File: src/inc/dts_pkg.sv
// Shared constants for the channel 3 trigger and bus sequencer.
// Assumes word-addressed Avalon-MM access with 32-bit data.
package dts_pkg;

  // ----------------------------------------------------------------
  // Register indices (byte address is four times the index)
  // ----------------------------------------------------------------
  localparam logic [31:0] TRIG_IDX   = 32'hfffff816;
  localparam logic [31:0] BIT_IDX    = 32'h00000100;
  localparam logic [31:0] CTRL_IDX   = 32'h00000101;
  localparam logic [31:0] SRC_IDX    = 32'h00000102;
  localparam logic [31:0] DST_IDX    = 32'h00000103;
  localparam logic [31:0] CNT_IDX    = 32'h00000104;
  localparam logic [31:0] STAT_IDX   = 32'h00000105;

  // ----------------------------------------------------------------
  // Field positions and reset values
  // ----------------------------------------------------------------
  localparam int          PEND_BIT   = 7;
  localparam int          OVF_BIT    = 6;
  localparam int          FIX_BIT    = 5;
  localparam int          SEL_LSB    = 0;
  localparam int          SEL_W      = 3;
  localparam int          EN_BIT     = 0;
  localparam int          DONE_BIT   = 1;
  localparam int          BIT_VAL    = 3;
  localparam logic [7:0]  TRIG_RST   = 8'h00;
  localparam logic [31:0] ADDR_RST   = 32'h00000000;
  localparam logic [31:0] RD_UNMAP   = 32'h00000000;

  // ----------------------------------------------------------------
  // Trigger source codes
  // ----------------------------------------------------------------
  localparam logic [2:0]  SRC_SERIAL_PORT_A   = 3'h0;
  localparam logic [2:0]  SRC_SERIAL_PORT_B   = 3'h1;
  localparam logic [2:0]  SRC_SERIAL_PORT_C   = 3'h2;
  localparam logic [2:0]  SRC_ASYNC_PORT_A_TX = 3'h3;
  localparam logic [2:0]  SRC_ASYNC_PORT_B_TX = 3'h4;
  localparam logic [2:0]  SRC_ADC_END         = 3'h5;
  localparam logic [2:0]  SRC_GENERAL_TIMER_A = 3'h6;
  localparam logic [2:0]  SRC_COMPARE_TIMER_B = 3'h7;

  // ----------------------------------------------------------------
  // Bus sequencer states
  // ----------------------------------------------------------------
  typedef enum logic [7:0] {
    IDLE_PHASE         = 8'h01,
    READY_PHASE        = 8'h02,
    READ_OPEN_PHASE    = 8'h04,
    READ_FINAL_PHASE   = 8'h08,
    ONCHIP_READY_PHASE = 8'h10,
    WRITE_OPEN_PHASE   = 8'h20,
    WRITE_FINAL_PHASE  = 8'h40,
    COMPLETION_PHASE   = 8'h80
  } dts_state_t;

endpackage : dts_pkg

File: src/hdl/dts_channel3.sv
// Channel 3 trigger selection register and two-cycle bus sequencer.
// Assumes an Avalon-MM master on the register side and a simple
// ready-paced memory port towards peripheral I/O and internal RAM.
//
// What this block does
// - Trigger register accepts byte and bit accesses.
// - Bits 2..0 select one of eight sources.
// - Hardware sets pending flag on selected trigger.
// - Hardware sets overflow flag on request overflow.
// - Writing zero clears a flag; one leaves it.
// - Triggers during standby never start a transfer.
// - Eight sequencer states; idle issues no access.
// - Ready follows a request plus granted bus.
// - Read open always leads to read final.
// - Read final samples data, then write open.
// - On-chip ready phase waits for memory ready, then write open.
// - Write open always leads to write final.
// - Write strobe low in last write final.
// - Completion pulses done, then returns to idle.
// - Bus released after every finished transfer.
// - Single mode: one unit per request until terminal.
// - Higher channel served first while bus released.
// - Read source address, then write destination.
// - Fixed priority, evaluated only in idle.
// - Start only when enabled and count not done.
// - Terminal count pulses one clock, last cycle.
//
// Decided for this implementation: register access over Avalon-MM.
`timescale 1ns/100ps
module dts_channel3 #(
  parameter int          DATA_W      = 32,
  parameter int          CNT_W       = 16,
  parameter logic [31:0] ONCHIP_BASE = 32'hffff0000,
  parameter logic [31:0] ONCHIP_LAST = 32'hffffffff
) (
  input  wire logic              clk_sys_in,
  input  wire logic              rst_in,
  input  wire logic [31:0]       avs_address_in,
  input  wire logic              avs_read_in,
  input  wire logic              avs_write_in,
  input  wire logic [31:0]       avs_writedata_in,
  input  wire logic [3:0]        avs_byteenable_in,
  output logic      [31:0]       avs_readdata_out,
  output logic                   avs_waitrequest_out,
  input  wire logic [7:0]        periph_irq_in,
  input  wire logic              standby_in,
  input  wire logic [2:0]        higher_req_in,
  output logic                   bus_req_out,
  input  wire logic              bus_grant_in,
  output logic      [31:0]       mem_addr_out,
  output logic                   mem_rd_out,
  output logic                   mem_wr_out,
  output logic      [DATA_W-1:0] mem_wdata_out,
  input  wire logic [DATA_W-1:0] mem_rdata_in,
  input  wire logic              mem_ready_in,
  output logic                   tc_out,
  output logic                   xfer_done_out
);

  // ----------------------------------------------------------------
  // Declarations
  // ----------------------------------------------------------------
  dts_pkg::dts_state_t state;
  dts_pkg::dts_state_t next_state;
  logic             ack;
  logic             pend;
  logic             ovf;
  logic             fix5;
  logic [2:0]       src_sel;
  logic             enable;
  logic             done;
  logic [31:0]      src_addr;
  logic [31:0]      dst_addr;
  logic [CNT_W-1:0] remain;
  logic             acc;
  logic             wr_go;
  logic             wr_trig;
  logic             wr_bit;
  logic             wr_ctrl;
  logic             hit;
  logic             consume;
  logic             start_ok;
  logic             last_write;
  logic             clr_pend;
  logic             clr_ovf;
  logic             next_pend;
  logic             next_ovf;
  logic [7:0]       trig_byte;

  function automatic logic idx_hit(input logic [31:0] a, input logic [31:0] idx);
    idx_hit = (a == idx);
  endfunction : idx_hit

  function automatic logic is_onchip(input logic [31:0] a);
    is_onchip = (a >= ONCHIP_BASE) && (a <= ONCHIP_LAST);
  endfunction : is_onchip

  // ----------------------------------------------------------------
  // Avalon-MM slave: every access waits exactly one cycle
  // ----------------------------------------------------------------
  assign acc                 = avs_read_in | avs_write_in;
  assign avs_waitrequest_out = acc & ~ack;
  assign wr_go               = avs_write_in & ack;
  assign wr_trig             = wr_go & idx_hit(avs_address_in, dts_pkg::TRIG_IDX) & avs_byteenable_in[0];
  assign wr_bit              = wr_go & idx_hit(avs_address_in, dts_pkg::BIT_IDX) & avs_byteenable_in[0];
  assign wr_ctrl             = wr_go & idx_hit(avs_address_in, dts_pkg::CTRL_IDX) & avs_byteenable_in[0];
  assign trig_byte           = {pend, ovf, fix5, 2'h0, src_sel};

  always_ff @(posedge clk_sys_in or posedge rst_in) begin
    if (rst_in) begin
      ack <= 1'b0;
    end else begin
      ack <= acc & ~ack;
    end
  end

  // Read data is captured in the wait cycle so it stands at the release edge.
  always_ff @(posedge clk_sys_in or posedge rst_in) begin
    if (rst_in) begin
      avs_readdata_out <= dts_pkg::RD_UNMAP;
    end else if (avs_read_in && !ack) begin
      if (idx_hit(avs_address_in, dts_pkg::TRIG_IDX) || idx_hit(avs_address_in, dts_pkg::BIT_IDX)) begin
        avs_readdata_out <= {24'h000000, trig_byte};
      end else if (idx_hit(avs_address_in, dts_pkg::CTRL_IDX)) begin
        avs_readdata_out <= {30'h00000000, done, enable};
      end else if (idx_hit(avs_address_in, dts_pkg::SRC_IDX)) begin
        avs_readdata_out <= src_addr;
      end else if (idx_hit(avs_address_in, dts_pkg::DST_IDX)) begin
        avs_readdata_out <= dst_addr;
      end else if (idx_hit(avs_address_in, dts_pkg::CNT_IDX)) begin
        avs_readdata_out <= 32'(remain);
      end else if (idx_hit(avs_address_in, dts_pkg::STAT_IDX)) begin
        avs_readdata_out <= {24'h000000, state};
      end else begin
        avs_readdata_out <= dts_pkg::RD_UNMAP;
      end
    end
  end

  // ----------------------------------------------------------------
  // Trigger register: source select and the fixed bit
  // ----------------------------------------------------------------
  // The bit-access port writes one bit: data[2:0] is its position, data[3] its value.
  always_ff @(posedge clk_sys_in or posedge rst_in) begin
    if (rst_in) begin
      src_sel <= dts_pkg::TRIG_RST[2:0];
      fix5    <= dts_pkg::TRIG_RST[dts_pkg::FIX_BIT];
    end else if (wr_trig) begin
      src_sel <= avs_writedata_in[2:0];
      fix5    <= avs_writedata_in[dts_pkg::FIX_BIT];
    end else if (wr_bit) begin
      if (avs_writedata_in[2:0] < 3'h3) begin
        src_sel[avs_writedata_in[1:0]] <= avs_writedata_in[dts_pkg::BIT_VAL];
      end else if (avs_writedata_in[2:0] == 3'(dts_pkg::FIX_BIT)) begin
        fix5 <= avs_writedata_in[dts_pkg::BIT_VAL];
      end
    end
  end

  // ----------------------------------------------------------------
  // Pending and overflow flags
  // ----------------------------------------------------------------
  assign hit      = periph_irq_in[src_sel] & ~standby_in;
  assign consume  = (state == dts_pkg::IDLE_PHASE) && (next_state == dts_pkg::READY_PHASE);
  assign clr_pend = (wr_trig && !avs_writedata_in[dts_pkg::PEND_BIT]) ||
                    (wr_bit && avs_writedata_in[2:0] == 3'(dts_pkg::PEND_BIT) &&
                     !avs_writedata_in[dts_pkg::BIT_VAL]);
  assign clr_ovf  = (wr_trig && !avs_writedata_in[dts_pkg::OVF_BIT]) ||
                    (wr_bit && avs_writedata_in[2:0] == 3'(dts_pkg::OVF_BIT) &&
                     !avs_writedata_in[dts_pkg::BIT_VAL]);

  // A hardware set always wins over a clear landing in the same cycle.
  always_comb begin
    next_pend = pend;
    next_ovf  = ovf;
    if (clr_pend || consume) begin
      next_pend = 1'b0;
    end
    if (clr_ovf) begin
      next_ovf = 1'b0;
    end
    if (hit) begin
      next_pend = 1'b1;
    end
    if (hit && pend && !consume) begin
      next_ovf = 1'b1;
    end
  end

  always_ff @(posedge clk_sys_in or posedge rst_in) begin
    if (rst_in) begin
      pend <= dts_pkg::TRIG_RST[dts_pkg::PEND_BIT];
      ovf  <= dts_pkg::TRIG_RST[dts_pkg::OVF_BIT];
    end else begin
      pend <= next_pend;
      ovf  <= next_ovf;
    end
  end

  // ----------------------------------------------------------------
  // Channel control, addresses and count
  // ----------------------------------------------------------------
  assign last_write = (state == dts_pkg::WRITE_FINAL_PHASE) && mem_ready_in;

  always_ff @(posedge clk_sys_in or posedge rst_in) begin
    if (rst_in) begin
      enable <= 1'b0;
    end else if (wr_ctrl) begin
      enable <= avs_writedata_in[dts_pkg::EN_BIT];
    end
  end

  always_ff @(posedge clk_sys_in or posedge rst_in) begin
    if (rst_in) begin
      done <= 1'b0;
    end else if (state == dts_pkg::COMPLETION_PHASE && remain == CNT_W'(0)) begin
      done <= 1'b1;
    end else if (wr_ctrl && !avs_writedata_in[dts_pkg::DONE_BIT]) begin
      done <= 1'b0;
    end
  end

  always_ff @(posedge clk_sys_in or posedge rst_in) begin
    if (rst_in) begin
      src_addr <= dts_pkg::ADDR_RST;
      dst_addr <= dts_pkg::ADDR_RST;
    end else if (wr_go && idx_hit(avs_address_in, dts_pkg::SRC_IDX)) begin
      src_addr <= avs_writedata_in;
    end else if (wr_go && idx_hit(avs_address_in, dts_pkg::DST_IDX)) begin
      dst_addr <= avs_writedata_in;
    end
  end

  // One unit per request; the count runs down to the terminal count.
  always_ff @(posedge clk_sys_in or posedge rst_in) begin
    if (rst_in) begin
      remain <= '0;
    end else if (wr_go && idx_hit(avs_address_in, dts_pkg::CNT_IDX)) begin
      remain <= avs_writedata_in[CNT_W-1:0];
    end else if (last_write && remain != CNT_W'(0)) begin
      remain <= remain - CNT_W'(1);
    end
  end

  // ----------------------------------------------------------------
  // Bus sequencer
  // ----------------------------------------------------------------
  // Channel 3 is lowest; any higher request seen in idle keeps it waiting.
  assign start_ok    = pend && enable && !done && (higher_req_in == 3'h0);
  assign bus_req_out = ((state == dts_pkg::IDLE_PHASE) && start_ok) ||
                       ((state != dts_pkg::IDLE_PHASE) && (state != dts_pkg::COMPLETION_PHASE));

  always_comb begin
    next_state = state;
    unique case (state)
      dts_pkg::IDLE_PHASE: begin
        if (start_ok && bus_grant_in) begin
          next_state = dts_pkg::READY_PHASE;
        end
      end
      dts_pkg::READY_PHASE: begin
        next_state = is_onchip(src_addr) ? dts_pkg::ONCHIP_READY_PHASE : dts_pkg::READ_OPEN_PHASE;
      end
      dts_pkg::READ_OPEN_PHASE: begin
        next_state = dts_pkg::READ_FINAL_PHASE;
      end
      dts_pkg::READ_FINAL_PHASE: begin
        if (mem_ready_in) begin
          next_state = dts_pkg::WRITE_OPEN_PHASE;
        end
      end
      dts_pkg::ONCHIP_READY_PHASE: begin
        if (mem_ready_in) begin
          next_state = dts_pkg::WRITE_OPEN_PHASE;
        end
      end
      dts_pkg::WRITE_OPEN_PHASE: begin
        next_state = dts_pkg::WRITE_FINAL_PHASE;
      end
      dts_pkg::WRITE_FINAL_PHASE: begin
        if (mem_ready_in) begin
          next_state = dts_pkg::COMPLETION_PHASE;
        end
      end
      dts_pkg::COMPLETION_PHASE: begin
        next_state = dts_pkg::IDLE_PHASE;
      end
      default: begin
        next_state = dts_pkg::IDLE_PHASE;
      end
    endcase
  end

  always_ff @(posedge clk_sys_in or posedge rst_in) begin
    if (rst_in) begin
      state <= dts_pkg::IDLE_PHASE;
    end else begin
      state <= next_state;
    end
  end

  // Source address goes out for the read, destination for the write.
  always_ff @(posedge clk_sys_in or posedge rst_in) begin
    if (rst_in) begin
      mem_addr_out <= dts_pkg::ADDR_RST;
    end else if (next_state == dts_pkg::READ_OPEN_PHASE || next_state == dts_pkg::ONCHIP_READY_PHASE) begin
      mem_addr_out <= src_addr;
    end else if (next_state == dts_pkg::WRITE_OPEN_PHASE) begin
      mem_addr_out <= dst_addr;
    end
  end

  always_ff @(posedge clk_sys_in or posedge rst_in) begin
    if (rst_in) begin
      mem_wdata_out <= '0;
    end else if ((state == dts_pkg::READ_FINAL_PHASE || state == dts_pkg::ONCHIP_READY_PHASE) && mem_ready_in) begin
      mem_wdata_out <= mem_rdata_in;
    end
  end

  // The write strobe drops in the final write cycle so the target sees a clean end.
  assign mem_rd_out    = (state == dts_pkg::READ_OPEN_PHASE) || (state == dts_pkg::READ_FINAL_PHASE) ||
                         (state == dts_pkg::ONCHIP_READY_PHASE);
  assign mem_wr_out    = (state == dts_pkg::WRITE_OPEN_PHASE) ||
                         ((state == dts_pkg::WRITE_FINAL_PHASE) && !mem_ready_in);
  assign tc_out        = last_write && (remain == CNT_W'(1));
  assign xfer_done_out = (state == dts_pkg::COMPLETION_PHASE);

  // ----------------------------------------------------------------
  // Checks
  // ----------------------------------------------------------------
  read_open_seq_a: assert property (@(posedge clk_sys_in) disable iff (rst_in)
    state == dts_pkg::READ_OPEN_PHASE |=> state == dts_pkg::READ_FINAL_PHASE && mem_rd_out)
    else $error("read open not followed by read final");

  read_final_seq_a: assert property (@(posedge clk_sys_in) disable iff (rst_in)
    (state == dts_pkg::READ_FINAL_PHASE && mem_ready_in) |=>
      state == dts_pkg::WRITE_OPEN_PHASE && mem_wdata_out == $past(mem_rdata_in))
    else $error("read data not captured before write open");

  write_path_seq_a: assert property (@(posedge clk_sys_in) disable iff (rst_in)
    state == dts_pkg::WRITE_OPEN_PHASE |=> state == dts_pkg::WRITE_FINAL_PHASE && mem_addr_out == $past(dst_addr))
    else $error("write open not followed by write final");

  write_strobe_end_a: assert property (@(posedge clk_sys_in) disable iff (rst_in)
    (state == dts_pkg::WRITE_FINAL_PHASE && mem_ready_in) |-> !mem_wr_out ##1 state == dts_pkg::COMPLETION_PHASE)
    else $error("write strobe active in last write cycle");

  completion_idle_a: assert property (@(posedge clk_sys_in) disable iff (rst_in)
    state == dts_pkg::COMPLETION_PHASE |-> xfer_done_out && !bus_req_out ##1 state == dts_pkg::IDLE_PHASE)
    else $error("completion did not release bus and return to idle");

  idle_no_access_a: assert property (@(posedge clk_sys_in) disable iff (rst_in)
    state == dts_pkg::IDLE_PHASE |-> !mem_rd_out && !mem_wr_out)
    else $error("access issued in idle");

  higher_wins_a: assert property (@(posedge clk_sys_in) disable iff (rst_in)
    (state == dts_pkg::IDLE_PHASE && higher_req_in != 3'h0) |=> state == dts_pkg::IDLE_PHASE)
    else $error("lower channel started over a higher request");

  start_gate_a: assert property (@(posedge clk_sys_in) disable iff (rst_in)
    $rose(state == dts_pkg::READY_PHASE) |-> $past(enable) && !$past(done) && $past(bus_grant_in) && $past(pend))
    else $error("transfer started without enable, grant or request");

  standby_block_a: assert property (@(posedge clk_sys_in) disable iff (rst_in)
    (!pend && standby_in && !(wr_bit && avs_writedata_in[2:0] == 3'h7)) |=> !pend)
    else $error("pending flag set during standby");

  overflow_set_a: assert property (@(posedge clk_sys_in) disable iff (rst_in)
    (hit && pend && !consume) |=> ovf && pend)
    else $error("overflow not flagged on repeated trigger");

  sw_no_set_a: assert property (@(posedge clk_sys_in) disable iff (rst_in)
    (wr_trig && avs_writedata_in[7:6] == 2'h3 && !ovf && !pend && !hit) |=> !ovf && !pend)
    else $error("software write of one set a flag");

  tc_single_a: assert property (@(posedge clk_sys_in) disable iff (rst_in)
    tc_out |-> last_write ##1 !tc_out ##1 done)
    else $error("terminal count not a single clock in last cycle");

endmodule : dts_channel3

File: config.mk
export PLATFORM = sky130hd
export DESIGN_NAME = dts_channel3
export DESIGN_NICKNAME = d
export VERILOG_FILES = /design/src/inc/dts_pkg.sv /design/src/hdl/dts_channel3.sv
export SDC_FILE = /design/constraint.sdc
export NUM_CORES = 1
export LEC_CHECK = 0
export BUFFER_PORTS_ARGS = -buffer_cell sky130_fd_sc_hd__buf_2
export CAP_MARGIN = 5
export CELL_PAD_IN_SITES_DETAIL_PLACEMENT = 1
export CELL_PAD_IN_SITES_GLOBAL_PLACEMENT = 1
export CORE_ASPECT_RATIO = 1.1
export CORE_UTILIZATION = 37
export CTS_CLUSTER_DIAMETER = 150
export DETAILED_ROUTE_END_ITERATION = 8
export PLACE_DENSITY_LB_ADDON = 0.1
export SLEW_MARGIN = 25
export SYNTH_ARGS = -nofsm -noshare
export SYNTH_HDL_FRONTEND = slang
export SYNTH_SLANG_ARGS = --single-unit
File: constraint.sdc
create_clock -name clk_sys_in -period 7.1 [get_ports clk_sys_in]
set_clock_uncertainty 0.1 [all_clocks]
set_input_delay 1.42 -clock clk_sys_in [delete_from_list [all_inputs] [get_ports clk_sys_in]]
set_output_delay 1.42 -clock clk_sys_in [all_outputs]
set_load 0.03 [all_outputs]
==> results of run 1 <==
-- per-layer routing --
layer  wire [um]  up-vias  GRT usage
li1            -     3585          -
met1       12600     3815      0.294
met2       13400      160      0.379
met3        1080       26     0.0386
met4         345        0     0.0580
met5           0        -          0
-- power by group through the flow --
stage	combinational [mW]	clock (mW)	sequential, mW
4_1_cts	0.232	1.04	1.14
5_1_grt	0.250	1.08	1.14
2_1_floorplan	0.0778	0	1.21
3_3_place_gp	0.228	0	1.16
6_report	0.227	1.02	1.14
3_5_place_dp	0.231	0	1.16
-- state kept, by name, indices dropped and copies added (netlist names) --
signal            cells
src_addr             32
mem_wdata_out        32
ack                   1
dst_addr             32
state                 8
mem_addr_out         32
src_sel               3
pend                  1
ovf                   1
enable                1
avs_readdata_out     32
remain               16
done                  1
fix5                  1
-- synthesized netlist by cell type (all sizes together), types with 5 or more instances --
library cell,number
nand4,21
nor3,12
o21ai,15
nor2,114
nand2,187
a31oi,32
nand4b,5
mux2,66
o21bai,5
a221oi,24
buf,25
xnor2,9
nand3,12
xor2,9
mux2i,19
dfrtp,192
inv,15
a21oi,30
or3,7
o2bb2ai,5
clkbuf,31
nor4,23
-- stage by stage --
stage                util  area (um2)  instances  setup slack [ns]
global placement    0.431       10600       1390              2.39
detailed placement  0.431       10600       1390              2.37
floorplan               -        9290        911             0.326
finish              0.456       11200       1423              2.83
global route        0.456       11200       1422              2.65
CTS                 0.456       11200       1422              2.78
-- layout make-up --
| type | count | area share |
|---|---|---|
| diodes | 1 | 0.000223 |
| clock buffers | 17 | 0.0380 |
| clock inverters | 15 | 0.0175 |
| inverters | 15 | 0.00570 |
| multi-input cells | 647 | 0.370 |
| flip-flops and latches | 193 | 0.431 |
| well taps | 310 | 0.0346 |
| repair buffers | 225 | 0.103 |
-- worst max-delay path, cell delays in order --
cell	delay, ns
buf_2	0.13
nor4_2	0.37
nand4_2	0.34
nor4b_4	0.70
and2_1	0.22
buf_4	0.34
nand2_4	0.48
mux2_4	0.45
-- logic make-up (layout without fill, tap and decap cells) --
logic type                 after synthesis  count (layout)
xor gates and xnor gates                18              18
muxes                                   87              87
AOI/OAI and AO/OA                      132             132
and+or+nand+nor                        408             408
buffers and inverters                   71             272
DFF                                    193             193
other                                    0               1
adders and majority gates                2               2
-- how the worst max path moves through the flow --
stage / startpoint / depth (start not counted) / slack [ns] / endpoint
2_1_floorplan: rst_in / 1 / 0.33 / ack
3_3_place_gp: avs_address_in[3] / 8 / 2.39 / dst_addr[22]
3_5_place_dp: avs_address_in[0] / 6 / 2.37 / remain[1]
4_1_cts: avs_address_in[0] / 6 / 2.78 / remain[1]
5_1_grt: avs_address_in[4] / 8 / 2.65 / dst_addr[8]
6_report: avs_address_in[4] / 8 / 2.83 / dst_addr[28]
==> flow_summary.json, run 1 <==
{
  "yosys.area_share.simple": 0.210,
  "rr_endpoint": "mem_addr_out[17]",
  "r2r_setup_slack_ns": 4.00,
  "num_vias": 7586,
  "buffer_ports.inserted": 216,
  "drt_iter0_markers": 374,
  "synth_compound_area_frac": 0.0978,
  "nFillCells": 2854,
  "reg2reg_depth": 7,
  "seq_power_share": 0.478,
  "synth_top_area_cell": "dfrtp_1",
  "final.period_utilization": 0.601,
  "synth.area.mux_share": 0.117,
  "cp.arrival_ns": 4.49,
  "slew_headroom": 0.338,
  "cts_buffers": 17,
  "cp_max_fo": 32,
  "worstPathRequired_ns": 7.32,
  "synthesis.area_mm2": 0.00929,
  "combPwrFrac": 0.095,
  "ios": 220,
  "p_int_mw": 1.73,
  "r2r-start": "state[5]",
  "synth_ff_type": "dfrtp_1",
  "start_util": 0.378,
  "slew_violations": 0,
  "rows": 60,
  "synth_top_area_frac": 0.517,
  "grt_use_total": 0.223,
  "final_hold_viol_count": 0,
  "maxCapViolations": 0,
  "core_area_mm2": 0.0245,
  "cts_setup_buffers": 0,
  "dieHeight_um": 168,
  "most-common-layout-cells": "buf_2 (216), dfrtp_1 (192), nand2_1 (184)",
  "clkLatencyLatePin_ns": 0.44,
  "drtAntennaViolNets": 0,
  "finalNetCount": 1219,
  "synth_edf_count": 0,
  "viasPerCell": 5.33,
  "grt_setup_unrepaired": "no",
  "dp_hpwl_mm": 18.6,
  "cts_hold_buf": 0,
  "p_switching_mw": 0.652,
  "layout_commonest_cell": "buf_2",
  "postSynthCellCount": 911,
  "period_minus_slack_ns": 4.27,
  "path_class": "in -> reg",
  "drtPass1Iterations": 4,
  "power_mw": 2.39,
  "wl_per_cell_um": 19.2,
  "seq_area_frac_synth": 0.520,
  "tns_ns": 0,
  "p_leak_nw": 5.86,
  "grt_pass1_vias": 8050,
  "clockBufferDepth": 2,
  "start_kind": "input port",
  "tritoncts": "built",
  "clkSlewWorstSetupHoldPaths_ns": 0.07,
  "min_path_cells": 2,
  "synth_xor_area_frac": 0.0170,
  "pwr-share-clk": 0.427,
  "async_reset_ff_frac": 1.00,
  "p_per_area_mw_per_mm2": 213,
  "syn_avg_cell_area_um2": 10.2,
  "ys_warn_count": 0,
  "totalWireLength_mm": 27.4,
  "yosysUniqueCellTypes": 61,
  "grt_max_degree": 110,
  "cts-root-buf": "clkbuf_16",
  "swShare": 0.273,
  "max_freq_mhz": 234,
  "ys_seq_elements": 193,
  "seqCellArea_mm2": 0.00483,
  "fin_hold_ws_ns": 0.369,
  "htree_levels": 4,
  "grt_pass1_wl_mm": 44.9,
  "worst_pin_slew_ns": 0.988,
  "synth_adder_area_share": 0.00269,
  "drive_gt1_frac": 0.291,
  "overflow": 0,
  "synth_area_leaders": "dfrtp_1 (52%), nand2_1 (7.5%), mux2_4 (4.8%)",
  "multi_input_area_mm2": 0.00415,
  "setup_violations": 0,
  "syn-num-nets": 1031,
  "min_to": "mem_wdata_out[1]",
  "synth_top_family_by_area": "simple AND/OR/NAND/NOR gates",
  "status": "finished, final reports clean",
  "ctsResizeCount": 0,
  "min_from": "mem_wdata_out[1]",
  "clock-sinks": 193,
  "areaGrowthSynthToFinish_pct": 20.6,
  "endpoint_kind": "register",
  "hp-class": "reg -> reg",
  "worst_ir_drop_vdd_mv": 0.146,
  "die_x_um": 153,
  "die-area_mm2": 0.0257,
  "antenna_found_initial": 1,
  "drc": 0,
  "globalplace.congestion": 0.787
}
Note: power is estimated with default switching activity, not from simulation.
==> inputs of run 2 (changes only) <==
==> constraint.sdc (replaced) <==
create_clock -name clk_sys_in -period 3.9 [get_ports clk_sys_in]
set_clock_uncertainty 0.1 [all_clocks]
set_input_delay 0.78 -clock clk_sys_in [delete_from_list [all_inputs] [get_ports clk_sys_in]]
set_output_delay 0.78 -clock clk_sys_in [all_outputs]
set_load 0.03 [all_outputs]
==> run 2 against run 1 <==
Register-to-register slack worse by 2.9 ns. Die area is the same. Sequential cell count is the same. Highest routed layer unchanged. Critical endpoint is now mem_wr_out. Setup slack worse by 2.1 ns. Clock power increased by 81%. Cell count rose by 0.56%.
==> flow_summary.json, run 2 (synthesized netlist as in run 1, its figures left out) <==
{
  "crit_cells": 4,
  "areaGrowthSynthToFinish_pct": 21.7,
  "period_minus_slack_ns": 3.18,
  "power_mw": 4.35,
  "clkLatencyLatePin_ns": 0.43,
  "die_x_um": 153,
  "rows": 60,
  "htree_levels": 4,
  "cts_hold_buf": 0,
  "path_buf_inv": 1,
  "worst_ir_drop_vdd_mv": 0.243,
  "wl_per_cell_um": 19.1,
  "ios": 220,
  "cts_buffers": 17,
  "totalWireLength_mm": 27.4,
  "r2r-start": "state[4]",
  "clkSlewWorstSetupHoldPaths_ns": 0.08,
  "hp-class": "in -> async",
  "setup_violations": 0,
  "pwr-share-clk": 0.426,
  "final_hold_viol_count": 0,
  "worstPathRequired_ns": 3.02,
  "grt_setup_unrepaired": "no",
  "crit_family": "simple AND/OR/NAND/NOR gates",
  "ctsResizeCount": 0,
  "maxCapViolations": 0,
  "reg2reg_depth": 7,
  "slew_violations": 0,
  "swShare": 0.272,
  "dp_cells": 1396,
  "cts-root-buf": "clkbuf_16",
  "dp_hpwl_mm": 18.7,
  "overflow": 0,
  "slew_headroom": 0.452,
  "antenna_found_initial": 3,
  "grt_pass1_wl_mm": 45.2,
  "dieHeight_um": 168,
  "critPathCapture": "mem_wr_out",
  "cts_setup_buffers": 0,
  "critical_path.slowest_cell": "nor4_1",
  "tns_ns": 0,
  "buffer_ports.inserted": 216,
  "cp.arrival_ns": 2.30,
  "p_int_mw": 3.16,
  "r2r_setup_slack_ns": 1.15,
  "grt_pass1_vias": 8020,
  "nFillCells": 2800,
  "layout_commonest_cell": "buf_2",
  "path_cells": "nor4_1, nand2_1, o32ai_1, buf_2",
  "drtAntennaViolNets": 0,
  "combPwrFrac": 0.097,
  "path_class": "reg -> out",
  "max_freq_mhz": 314,
  "grt_max_degree": 93,
  "grt_use_total": 0.224,
  "drive_gt1_frac": 0.294,
  "max_stage_delay_ns": 0.60,
  "drt_iter0_markers": 367,
  "finalNetCount": 1225,
  "viasPerCell": 5.31,
  "status": "finished, final reports clean",
  "p_per_area_mw_per_mm2": 385,
  "cp-startpoint": "state[4]",
  "most-common-layout-cells": "buf_2 (216), dfrtp_1 (192), nand2_1 (185)",
  "p_switching_mw": 1.18,
  "start_kind": "register",
  "endpoint_kind": "primary output",
  "fin_cells": 1431,
  "rr_endpoint": "mem_addr_out[1]",
  "num_vias": 7595,
  "clockBufferDepth": 2,
  "drc": 0,
  "p_leak_nw": 5.91,
  "globalplace.congestion": 0.769,
  "drtPass1Iterations": 4,
  "cp_max_fo": 11,
  "start_util": 0.378,
  "clock-sinks": 193,
  "core_area_mm2": 0.0245,
  "die-area_mm2": 0.0257,
  "final.period_utilization": 0.816,
  "worst_pin_slew_ns": 0.822,
  "tritoncts": "built",
  "seq_power_share": 0.478
}
## run 2: worst register-to-register path: cells and delay by family (launching register included)
family | cells | cell delay [ns]
AO/OA/AOI/OAI | 2 | 0.12
flip-flops | 1 | 0.54
buffers and inverters | 1 | 0.22
AND/OR/NAND/NOR | 4 | 1.63
## run 2: final cells by class
type	count	area (um2)	share of cell area
tap	310	388	0.0343
inverter	15	60.1	0.00531
multi-input combinational	647	4140	0.367
sequential	193	4830	0.427
timing repair buffer	231	1260	0.111
clock inverter	15	191	0.0169
antenna	3	7.51	0.000664
clock buffer	17	425	0.0376
## run 2: worst min path at each step
stage                                 start              endpoint  cells after the start
after CTS                            rst_in      mem_addr_out[21]                      2
after global placement    mem_wdata_out[20]     mem_wdata_out[20]                      2
after detailed placement   mem_wdata_out[0]      mem_wdata_out[0]                      2
after global routing                 rst_in      mem_addr_out[22]                      2
after floorplan                         ovf                   ovf                      1
final                                rst_in  avs_readdata_out[22]                      2
## run 2: per-stage QoR
step | cell area [um2] | setup slack [ns] | hold slack, ns | util
finish | 11300 | 0.718 | 0.204 | 0.460
floorplan | 9290 | 0.530 | 0.365 | -
global placement | 10700 | 0.662 | 0.353 | 0.435
detailed placement | 10700 | 0.591 | 0.359 | 0.435
global route | 11300 | 0.553 | 0.200 | 0.460
CTS | 11300 | 0.669 | 0.200 | 0.460
## run 2: layer usage
metal	part of all wire	up-vias	GRT usage
li1	-	3600	-
met1	0.46	3795	0.302
met2	0.48	175	0.369
met3	0.039	25	0.0394
met4	0.015	0	0.0628
met5	0	-	0
## run 2: power by group through the flow
stage               clock (mW)  combinational, mW  sequential, mW
finish                    1.85              0.420            2.08
global route              1.97              0.461            2.08
CTS                       1.89              0.428            2.08
detailed placement           0              0.426            2.12
global placement             0              0.421            2.12
floorplan                    0              0.142            2.21
